<file path="src/logic/mpu_map.vh">
// Register offsets, field positions and reset values of the match based modulator
`ifndef MPU_MAP_VH
`define MPU_MAP_VH

// Byte offsets of the register words
`define MPU_OFF_CTRL        8'h00
`define MPU_OFF_INT_STATUS  8'h04
`define MPU_OFF_INT_MASK    8'h08
`define MPU_OFF_COUNT       8'h0C
`define MPU_OFF_PRESCALE    8'h10
`define MPU_OFF_PRESC_COUNT 8'h14
`define MPU_OFF_MATCH_CTRL  8'h18
`define MPU_OFF_EDGE_SEL    8'h1C
`define MPU_OFF_OUT_EN      8'h20
`define MPU_OFF_RELEASE     8'h24
`define MPU_OFF_MATCH_BASE  8'h40
`define MPU_OFF_MATCH_LAST  8'h58

// Control word bit positions
`define MPU_CTRL_EN         0
`define MPU_CTRL_CRST       1
`define MPU_CTRL_PWM        2
`define MPU_CTRL_CNT_MODE   3
`define MPU_CTRL_CAP_SEL    4
`define MPU_CTRL_FOLLOW     5
`define MPU_CTRL_W          6

// Match control fields, seven bits each
`define MPU_MC_INT_LSB      0
`define MPU_MC_RST_LSB      8
`define MPU_MC_STOP_LSB     16

// Counts of match registers and outputs
`define MPU_N_MATCH         7
`define MPU_N_OUT           6

// Reset values
`define MPU_RST_CTRL        6'h00
`define MPU_RST_WORD        32'h0000_0000
`define MPU_RST_BITS7       7'h00
`define MPU_RST_BITS6       6'h00

`endif

</file>
<file path="src/logic/mpu_top.v">
// Match based modulator unit: prescaled counter, seven matches, six outputs
//
// Local design decisions: the address map and the plain strobed port.
`default_nettype none
`include "mpu_map.vh"

module mpu_top (
  input  wire        core_clk,
  input  wire        srst,
  input  wire [7:0]  reg_addr,
  input  wire [31:0] reg_wdata,
  input  wire        reg_wr,
  input  wire        reg_rd,
  output reg  [31:0] reg_rdata,
  input  wire [1:0]  cap_in,
  input  wire        sync_in,
  output reg         sync_out,
  output reg  [5:0]  pwm_out,
  output reg         irq
);

  // Decode a match register address into its index, or 7 for none
  function [2:0] mpu_match_idx;
    input [7:0] addr;
    begin
      if (addr >= `MPU_OFF_MATCH_BASE && addr <= `MPU_OFF_MATCH_LAST && addr[1:0] == 2'b00) begin
        mpu_match_idx = addr[4:2] + 3'd0;
      end else begin
        mpu_match_idx = 3'd7;
      end
    end
  endfunction

  // Control and configuration state
  reg  [5:0]  ctrl;            // Enable, reset, mode and select bits
  reg  [31:0] count;           // Main counter
  reg  [31:0] prescale;        // Prescaler limit
  reg  [6:0]  mc_int;          // Interrupt on match
  reg  [6:0]  mc_rst;          // Reset counter on match
  reg  [6:0]  mc_stop;         // Stop counter on match
  reg  [5:0]  edge_sel;        // Double edge select, outputs 1 to 5 only
  reg  [5:0]  out_en;          // Output enable per output
  reg  [6:0]  release_pend;    // Released values waiting to be applied
  reg  [6:0]  int_status;      // Sticky match events
  reg  [6:0]  int_mask;        // Interrupt mask
  reg  [5:0]  pwm_level;       // Internal output levels
  reg  [1:0]  cap_prev;        // Capture inputs one cycle ago

  // Match storage: written values and values in use
  reg  [31:0] match_shadow [0:6];
  reg  [31:0] match_active [0:6];

  // Derived strobes
  wire [2:0]  wr_idx;          // Match index of a write
  wire [2:0]  rd_idx;          // Match index of a read
  wire        run;             // Counter may advance
  wire        cnt_clear;       // Counter held in reset
  wire        pwm_mode;        // Modulation enabled
  wire        cap_edge;        // Rising edge on selected capture input
  wire        src_event;       // One count source event
  wire        tick;            // Prescaled increment
  wire [31:0] presc_count;     // Prescaler state for readback
  wire [6:0]  hit;             // Match events this cycle
  wire        reset_hit;       // Some match resets the counter
  wire        stop_hit;        // Some match stops the counter
  wire        apply;           // Moment to copy released values
  wire [6:0]  applied;         // Matches copied this cycle
  wire [5:0]  next_pwm;        // Next output levels
  wire        rd_status;       // Read of the status word

  // Address decode: match index and status read strobe
  assign wr_idx    = mpu_match_idx(reg_addr);
  assign rd_idx    = mpu_match_idx(reg_addr);
  assign pwm_mode  = ctrl[`MPU_CTRL_PWM];
  assign cnt_clear = ctrl[`MPU_CTRL_CRST];
  assign rd_status = reg_rd && (reg_addr == `MPU_OFF_INT_STATUS);

  // Secondary follows the primary's registered enable on sync_in
  assign run = ctrl[`MPU_CTRL_FOLLOW] ? (sync_in & ctrl[`MPU_CTRL_EN]) : sync_out;

  // Count source: every clock, or rising edges of one capture input
  assign cap_edge  = cap_in[ctrl[`MPU_CTRL_CAP_SEL]] & ~cap_prev[ctrl[`MPU_CTRL_CAP_SEL]];
  assign src_event = ctrl[`MPU_CTRL_CNT_MODE] ? cap_edge : 1'b1;

  // Prescaler dividing the selected source
  mpu_prescaler u_presc (
    .core_clk    (core_clk),
    .srst        (srst),
    .run         (run),
    .clear       (cnt_clear),
    .src_event   (src_event),
    .limit       (prescale),
    .tick        (tick),
    .presc_count (presc_count)
  );

  // Compare every match against the counter on each tick
  // One generate index serves both loops below
  genvar gi;
  generate
    for (gi = 0; gi < `MPU_N_MATCH; gi = gi + 1) begin : g_cmp
      assign hit[gi] = tick & (count == match_active[gi]);
      assign applied[gi] = apply & release_pend[gi];
    end
  endgenerate

  // Match zero always restarts the period in modulation mode
  assign reset_hit = (|(hit & mc_rst)) | (pwm_mode & hit[0]);
  assign stop_hit  = |(hit & mc_stop);

  // Released values take effect at period start or while stopped, at once as a timer
  assign apply = pwm_mode ? (hit[0] | ~run) : 1'b1;

  // Output channels: single uses match 0 and its own, double its pair
  generate
    for (gi = 0; gi < `MPU_N_OUT; gi = gi + 1) begin : g_chan
      mpu_pwm_chan u_chan (
        .level      (pwm_level[gi]),
        .dbl        (edge_sel[gi] & (gi != 0)),
        .period_hit (hit[0]),
        .set_hit    (hit[gi]),
        .clr_hit    (hit[gi+1]),
        .next_level (next_pwm[gi])
      );
    end
  endgenerate

  // Capture history for edge detection
  always @(posedge core_clk) begin
    if (srst) begin
      cap_prev <= 2'b00;
    end else begin
      cap_prev <= cap_in;
    end
  end

  // Control word: software writes, hardware stop clears enable
  always @(posedge core_clk) begin
    if (srst) begin
      ctrl <= `MPU_RST_CTRL;
    end else begin
      if (reg_wr && reg_addr == `MPU_OFF_CTRL) begin
        ctrl <= reg_wdata[`MPU_CTRL_W-1:0];
      end
      // Stop on match wins over a simultaneous write
      if (stop_hit) begin
        ctrl[`MPU_CTRL_EN] <= 1'b0;
      end
    end
  end

  // Registered enable, also the start signal to a secondary unit
  always @(posedge core_clk) begin
    if (srst) begin
      sync_out <= 1'b0;
    end else begin
      sync_out <= ctrl[`MPU_CTRL_EN] & ~stop_hit;
    end
  end

  // Main counter: reset, hold or advance on tick
  always @(posedge core_clk) begin
    if (srst || cnt_clear) begin
      count <= `MPU_RST_WORD;
    end else if (tick) begin
      if (reset_hit) begin
        count <= `MPU_RST_WORD;
      end else begin
        count <= count + 32'h0000_0001;
      end
    end
  end

  // Plain configuration registers
  always @(posedge core_clk) begin
    if (srst) begin
      prescale <= `MPU_RST_WORD;
      mc_int   <= `MPU_RST_BITS7;
      mc_rst   <= `MPU_RST_BITS7;
      mc_stop  <= `MPU_RST_BITS7;
      edge_sel <= `MPU_RST_BITS6;
      out_en   <= `MPU_RST_BITS6;
      int_mask <= `MPU_RST_BITS7;
    end else if (reg_wr) begin
      case (reg_addr)
        `MPU_OFF_PRESCALE: begin
          prescale <= reg_wdata;
        end
        `MPU_OFF_MATCH_CTRL: begin
          mc_int  <= reg_wdata[`MPU_MC_INT_LSB+6:`MPU_MC_INT_LSB];
          mc_rst  <= reg_wdata[`MPU_MC_RST_LSB+6:`MPU_MC_RST_LSB];
          mc_stop <= reg_wdata[`MPU_MC_STOP_LSB+6:`MPU_MC_STOP_LSB];
        end
        `MPU_OFF_EDGE_SEL: begin
          edge_sel <= reg_wdata[5:0];
        end
        `MPU_OFF_OUT_EN: begin
          out_en <= reg_wdata[5:0];
        end
        `MPU_OFF_INT_MASK: begin
          int_mask <= reg_wdata[6:0];
        end
        default: begin
          // Other addresses hold nothing here
        end
      endcase
    end
  end

  // Loop indices, one per clocked process so neither has two drivers
  integer mi;                  // Index of the shadow process
  integer mj;                  // Index of the active-value process

  // Shadow match storage, written by software only
  always @(posedge core_clk) begin
    if (srst) begin
      for (mi = 0; mi < `MPU_N_MATCH; mi = mi + 1) begin
        match_shadow[mi] <= `MPU_RST_WORD;
      end
    end else if (reg_wr && wr_idx != 3'd7) begin
      match_shadow[wr_idx] <= reg_wdata;
    end
  end

  // Active match values, copied from shadow once released
  always @(posedge core_clk) begin
    if (srst) begin
      for (mj = 0; mj < `MPU_N_MATCH; mj = mj + 1) begin
        match_active[mj] <= `MPU_RST_WORD;
      end
    end else begin
      for (mj = 0; mj < `MPU_N_MATCH; mj = mj + 1) begin
        if (applied[mj]) begin
          match_active[mj] <= match_shadow[mj];
        end
      end
    end
  end

  // Release flags: a new release wins over the clear on apply
  always @(posedge core_clk) begin
    if (srst) begin
      release_pend <= `MPU_RST_BITS7;
    end else begin
      release_pend <= (release_pend & ~applied) |
                      ((reg_wr && reg_addr == `MPU_OFF_RELEASE) ? reg_wdata[6:0] : 7'h00);
    end
  end

  // Sticky match events; a new event wins over the read clear
  always @(posedge core_clk) begin
    if (srst) begin
      int_status <= `MPU_RST_BITS7;
    end else begin
      int_status <= (int_status & ~(rd_status ? 7'h7F : 7'h00)) | (hit & mc_int);
    end
  end

  // Level interrupt while an unmasked event is pending
  always @(posedge core_clk) begin
    if (srst) begin
      irq <= 1'b0;
    end else begin
      irq <= |(((int_status & ~(rd_status ? 7'h7F : 7'h00)) | (hit & mc_int)) & int_mask);
    end
  end

  // Output levels, kept low unless modulation mode is on
  always @(posedge core_clk) begin
    if (srst || !pwm_mode) begin
      pwm_level <= `MPU_RST_BITS6;
      pwm_out   <= `MPU_RST_BITS6;
    end else begin
      pwm_level <= next_pwm;
      pwm_out   <= next_pwm & out_en;
    end
  end

  // Read data, valid in the cycle after the read strobe
  always @(posedge core_clk) begin
    if (srst) begin
      reg_rdata <= `MPU_RST_WORD;
    end else if (reg_rd) begin
      case (reg_addr)
        `MPU_OFF_CTRL: begin
          reg_rdata <= {26'h000_0000, ctrl};
        end
        `MPU_OFF_INT_STATUS: begin
          reg_rdata <= {25'h000_0000, int_status};
        end
        `MPU_OFF_INT_MASK: begin
          reg_rdata <= {25'h000_0000, int_mask};
        end
        `MPU_OFF_COUNT: begin
          reg_rdata <= count;
        end
        `MPU_OFF_PRESCALE: begin
          reg_rdata <= prescale;
        end
        `MPU_OFF_PRESC_COUNT: begin
          reg_rdata <= presc_count;
        end
        `MPU_OFF_MATCH_CTRL: begin
          reg_rdata <= {9'h000, mc_stop, 1'b0, mc_rst, 1'b0, mc_int};
        end
        `MPU_OFF_EDGE_SEL: begin
          reg_rdata <= {26'h000_0000, edge_sel};
        end
        `MPU_OFF_OUT_EN: begin
          reg_rdata <= {26'h000_0000, out_en};
        end
        `MPU_OFF_RELEASE: begin
          reg_rdata <= {25'h000_0000, release_pend};
        end
        default: begin
          // Match words read the shadow; unmapped reads zero
          reg_rdata <= (rd_idx != 3'd7) ? match_shadow[rd_idx] : `MPU_RST_WORD;
        end
      endcase
    end else begin
      reg_rdata <= `MPU_RST_WORD;
    end
  end

endmodule

`default_nettype wire

</file>
<file path="src/logic/mpu_prescaler.v">
// Programmable prescaler that turns count source events into counter ticks
`default_nettype none

module mpu_prescaler (
  input  wire        core_clk,
  input  wire        srst,
  input  wire        run,
  input  wire        clear,
  input  wire        src_event,
  input  wire [31:0] limit,
  output wire        tick,
  output reg  [31:0] presc_count
);

  // Tick when the divider has seen limit+1 source events
  assign tick = run & ~clear & src_event & (presc_count == limit);

  // Divider counter, wraps on every tick
  always @(posedge core_clk) begin
    if (srst || clear) begin
      presc_count <= 32'h0000_0000;
    end else if (run && src_event) begin
      if (presc_count == limit) begin
        presc_count <= 32'h0000_0000;
      end else begin
        presc_count <= presc_count + 32'h0000_0001;
      end
    end
  end

endmodule

`default_nettype wire

</file>
<file path="src/logic/mpu_pwm_chan.v">
// Next level of one modulated output from its set and clear match events
`default_nettype none

module mpu_pwm_chan (
  input  wire level,
  input  wire dbl,
  input  wire period_hit,
  input  wire set_hit,
  input  wire clr_hit,
  output reg  next_level
);

  // Clear wins over set, so an edge at the period start gives constant low
  always @* begin
    next_level = level;
    if (clr_hit) begin
      next_level = 1'b0;
    end else if (dbl ? set_hit : period_hit) begin
      next_level = 1'b1;
    end
  end

endmodule

`default_nettype wire

</file>
<file path="config.mk">
export PLATFORM = sky130hd
export DESIGN_NAME = mpu_top
export DESIGN_NICKNAME = d
export VERILOG_FILES = /design/src/logic/mpu_top.v /design/src/logic/mpu_prescaler.v /design/src/logic/mpu_pwm_chan.v
export VERILOG_INCLUDE_DIRS = /design/src /design/src/logic
export SDC_FILE = /design/constraint.sdc
export NUM_CORES = 1
export LEC_CHECK = 0
export BUFFER_PORTS_ARGS = -buffer_cell sky130_fd_sc_hd__buf_2
export CAP_MARGIN = 20
export CORE_UTILIZATION = 40
export CTS_CLUSTER_SIZE = 16
export DETAILED_ROUTE_END_ITERATION = 7
export GPL_TIMING_DRIVEN = 0
export PLACE_DENSITY = 0.64
export SLEW_MARGIN = 15
export SYNTH_ARGS = -nofsm -noshare
export SYNTH_HDL_FRONTEND = slang
export SYNTH_SLANG_ARGS = --single-unit
</file>
<file path="constraint.sdc">
create_clock -name core_clk -period 4.8 [get_ports core_clk]
set_clock_uncertainty 0.15 [all_clocks]
set_input_delay 0.96 -clock core_clk [delete_from_list [all_inputs] [get_ports core_clk]]
set_output_delay 0.96 -clock core_clk [all_outputs]
set_load 0.01 [all_outputs]
</file>
; ---- After elaboration in Yosys (flattened, before gate mapping)
; Memory sizes are Yosys's and may differ from the RTL's.
; Index checks and enable logic that the tools add are counted.
[op_classes]
mux = 67
n_bitwise = 46
n_reduce_logical = 23
n_eq_ne = 18
n_addsub = 2
order_cmp = 3
[ops]
columns = op, count
row1 = $mux W32, 11
row2 = $pmux W32 S10, 1
row3 = $eq A32 B32 Y1, 8
row4 = $add A32 B1 Y32 const B, 2
row5 = $mux W1, 51
row6 = $and A7 B7 Y7, 6
row7 = $eq A8 B5 Y1 const B, 4
row8 = $reduce_or A32 Y1, 1
row9 = $and A1 B1 Y1, 21
row10 = $reduce_or A7 Y1, 3
row11 = $eq A8 B4 Y1 const B, 2
row12 = $eq A8 B6 Y1 const B, 2
row13 = $mux W7, 2
row14 = $not A7 Y7, 2
row15 = $or A7 B7 Y7, 2
row16 = $reduce_and A2 Y1, 5
row17 = $or A1 B1 Y1, 9
row18 = $eq A8 B3 Y1 const B, 1
row19 = $ge A8 B7 Y1 const B, 1
row20 = $le A8 B7 Y1 const B, 1
row21 = $logic_not A8 Y1, 1
row22 = $reduce_or A8 Y1, 1
row23 = $logic_and A1 B1 Y1, 7
row24 = $and A6 B6 Y6, 1
row25 = other kinds (8), 14
[totals]
ramBits = 448
reg_bits = 204
elab_cells = 180
inputBits = 47
output_inout_bits = 40
mem_count = 2
[memory_table]
columns = memory, words, width, read_ports, rd_ports_with_merged_regs, write_ports, line_no
row1 = match_active, 7, 32, 7, 0, 7, mpu_top.v:51  ; reg [31:0] match_active [0:6];
row2 = match_shadow, 7, 32, 8, 0, 7, mpu_top.v:50  ; reg [31:0] match_shadow [0:6];

; ---- Logic depth before layout (Yosys ltp)
[logic_depth]
word_depth = 15
mapped_depth = 11
ltp_nobuf = 7

; ---- Hierarchy
; A second synthesis with hierarchy kept.
[hier_totals]
hier_cells = 2921
hier_area_um2 = 31325.0
[by_module_without_submodules]
columns = module, instances, cells_per_inst, area_per_inst_um2, seq_area_each_um2
row1 = mpu_top, 1, 2685, 29365.7, 16575.9
row2 = mpu_prescaler, 1, 218, 1846.8, 640.6
row3 = mpu_pwm_chan, 6, 3, 18.8, 0.0

; ---- Worst setup path before layout
; No wires, ideal clock.
[synth_timing]
kind = input to register
startpoint = in reg_addr[7]
endpoint = mem match_shadow[2][0], enable pin
arrival_ns = 3.182
setup_time_ns = 0.394
required_time_ns = 4.256
path_buffers = 3
path_slack_ns = 1.074
cell_stages = 9
cell_sequence = or3b_1 > clkbuf_1 > nor2_1 > and4b_1 > buf_2 > inv_2 > or3_1 > clkbuf_1 > nand2b_1
[synth_rtl]
columns = element, line_no
row1 = "start, declared", mpu_top.v:10  ; input wire [7:0] reg_addr,
row2 = "end, declared", mpu_top.v:50

==> flow_metrics.env <==
export IMPL_status="finished, violations left"
export IMPL_failed_checks="DRC, setup timing"
export IMPL_final_common_cell="edfxtp_1"
export IMPL_ir_drop_mv=0.251
export IMPL_synth_edff_count=416
export IMPL_antenna_found_initial=1
export IMPL_rsz0062_at_grt="yes"
export IMPL_swShare_pct=22.5
export IMPL_maxSlewViolCount=0
export IMPL_wl_met3_um=10500
export IMPL_power_switching_mw=2.74
export IMPL_yosys_register_bits=652
export IMPL_hold_viol=0
export IMPL_clock_sinks=652
export IMPL_final_nets=3032
export IMPL_grt_ovfl_total=0
export IMPL_ys_flop_type="edfxtp_1"
export IMPL_finalCritPeriodShare_pct=101
export IMPL_n_antenna_cell=0
export IMPL_hp_class="reg2reg"
export IMPL_drive_gt1_share_pct=9.92
export IMPL_dieArea_um2=75700
export IMPL_yosysWarnings=0
export IMPL_drt_pass1_iterations=8
export IMPL_die_w_um=275
export IMPL_dp_hpwl_um=81500
export IMPL_clk_insertion_delay_late_ns=0.63
export IMPL_final_cell_mix="416 x edfxtp_1, 386 x nand2_1, 268 x xor2_1"
export IMPL_syn_to_final_growth_pct=13.7
export IMPL_postRouteAntennaNets=0
export IMPL_dpl_cell_area_um2=31600
export IMPL_pwr_share_clk_pct=46.1
export IMPL_worstPathArrival_ns=4.97
export IMPL_ys_seq_area_share_pct=57.7
export IMPL_drt_met1_wl_um=42000
export IMPL_crit_type="reg2reg"
export IMPL_synth_cells=2826
export IMPL_avgSynthCellArea_um2=10.6
export IMPL_gp_congestion=0.991
export IMPL_synth_nets=2875
export IMPL_design_area_um2=33900
export IMPL_grt_pass1_wl_um=150000
export IMPL_setup_violations=139
export IMPL_drt_initial_drc_count=3274
export IMPL_pwr_share_seq_pct=50.6
export IMPL_ys_types=64
export IMPL_top_layer_used="met4"
export IMPL_holdBufCountCts=0
export IMPL_comb_power_share_pct=3.3
export IMPL_initial_utilization_pct=40.6
export IMPL_total_power_mw=12.2
export IMPL_fin_ws_ns=-0.0705
export IMPL_portBuffers=76
export IMPL_htree_levels=3
export IMPL_routedWlPerCell_um=26.4
export IMPL_routed_wl_met2_um=49500
export IMPL_routed_wl_um=106000
export IMPL_grt_pass1_vias=21400
export IMPL_async_flop_share_pct=0
export IMPL_crit_required_ns=4.90
export IMPL_core_um2=73500
export IMPL_ios=87
export IMPL_cts_tree="yes"
export IMPL_drc_errors=22
export IMPL_critPathMaxFanout=32
export IMPL_utilization_pct=46.2
export IMPL_gr_usage_all_layers_pct=27.8
export IMPL_power_density_nw_per_um2=358
export IMPL_slew_headroom_pct=15.5
export IMPL_numCtsBuffers=73
export IMPL_p_int_mw=9.42
export IMPL_clock_path_buffers=3
export IMPL_syn_area_um2=29800
export IMPL_holdWs_ns=0.323
export IMPL_clkTransAtPathRegs_ns=0.06
export IMPL_rows=99
export IMPL_grt_max_degree=33
export IMPL_cp_start_kind="flop"
export IMPL_post_cts_buffers=0
export IMPL_root_buffer="clkbuf_16"
export IMPL_vias=23100
export IMPL_tightest_slew_ns=1.26
export IMPL_vias_per_cell=5.77
export IMPL_maxCapViolCount=0
export IMPL_max_freq_mhz=205
export IMPL_end_kind="flop"
export IMPL_period_minus_slack_ns=4.87
export IMPL_p_leak_nw=13.2
export IMPL_die_y_um=275
==> synth_stat cells, types with 6 or more instances <==
cell,n,area [um^2]
and4_1,8,70.1
a222oi_1,37,370
a22o_1,9,78.8
nor2b_1,37,231
mux2i_1,40,400
or2_2,7,43.8
nor3_1,17,85.1
clkbuf_2,9,45.0
inv_1,48,180
buf_2,45,225
a22oi_1,12,90.1
dfxtp_1,236,4720
o211ai_1,21,158
a31oi_1,36,225
nor3_2,19,190
nor3b_2,6,75.1
and2_1,200,1250
buf_1,9,33.8
nor4_1,63,394
xnor2_1,41,359
o211a_1,6,60.1
a311oi_1,11,96.3
edfxtp_1,416,12500
a21o_1,8,60.1
a221oi_1,10,87.6
o21ai_1,7,35.0
and3_1,51,319
clkbuf_1,138,518
nand4_1,50,313
o21ai_0,35,175
nor2_1,267,1000
xor2_1,268,2350
nand2b_1,9,56.3
nand2_1,386,1450
or3_1,7,43.8
nand3_1,55,275
a21oi_1,148,741
==> registers in the layout (all words and copies together), names as in the netlist, 7 cells and up <==
name and flops:
int_mask 7, mc_stop 7, mc_int 7, release_pend 7, mc_rst 7, u_presc.presc_count 32, match_shadow 224, count 32
reg_rdata 32, prescale 32, match_active 224, int_status 7
==> metal layers <==
layer / up-vias / track usage (%)
li1: 10200 / -
met4: 0 / 10.1
met2: 1327 / 45.1
met3: 184 / 5.06
met5: - / 0
met1: 11400 / 37.0
==> worst paths after layout <==
check             slack [ns]  cells after the start                   to   startpoint
setup reg to reg       -0.07                      8  match_active[1][28]  prescale[6]
setup / recovery       -0.07                      8  match_active[1][28]  prescale[6]
hold reg to reg         0.32                      2          edge_sel[0]  edge_sel[0]
hold / removal          0.32                      2          edge_sel[0]  edge_sel[0]
==> logic make-up after synthesis <==
| logic type | synth area share, % |
|---|---|
| AOI/OAI and AO/OA | 8.17 |
| xor gates and xnor gates | 9.07 |
| adders and majority gates | 0.0838 |
| buffers and inverters | 3.61 |
| DFF | 57.7 |
| muxes | 1.34 |
| and+or+nand+nor | 20.0 |
==> power by group through the flow <==
| stage | logic (mW) | clock network (mW) | registers [mW] |
|---|---|---|---|
| 3_3_place_gp | 0.369 | 0 | 6.27 |
| 2_1_floorplan | 0.197 | 0 | 6.25 |
| 6_report | 0.399 | 5.61 | 6.16 |
| 3_5_place_dp | 0.385 | 0 | 6.27 |
| 4_1_cts | 0.387 | 5.63 | 6.16 |
| 5_1_grt | 0.414 | 5.83 | 6.17 |
==> final cells by class <==
class                           instances  area [um^2]
Multi-Input combinational cell       1917        11600
Clock inverter                         28          284
Tap cell                              959         1200
Fill cell                            6890        39500
Timing Repair Buffer                   82          515
Inverter                               49          184
Sequential cell                       652        17200
Buffer                                208          893
Clock buffer                          107         2080
==> through the flow <==
step | setup WS, ns | TNS (ns) | std cells
6_report | -0.0705 | -5.56 | 4002
4_1_cts | 0.0979 | 0 | 4002
5_1_grt | -0.124 | -15.16 | 4002
2_1_floorplan | 1.07 | 0 | 2826
3_5_place_dp | -0.128 | -0.511 | 3867
3_3_place_gp | -0.499 | -121.07 | 3861
==> worst max-delay path: stages (launching register included) <==
cell      delay [ns]
dfxtp_1         0.35
xnor2_1         0.44
nand4_1         0.32
nor4_1          0.47
nor4b_1         0.74
clkbuf_1        0.64
nand2_1         0.22
nand3_1         0.33
a21o_2          0.78
==> what timing repair did <==
item                                   4_1_cts  5_1_grt
endpoints found under the hold margin        0        0
gates resized for setup                      0        0
setup endpoints to repair                    0      160
No activity file was read; power rests on OpenSTA's default activity.
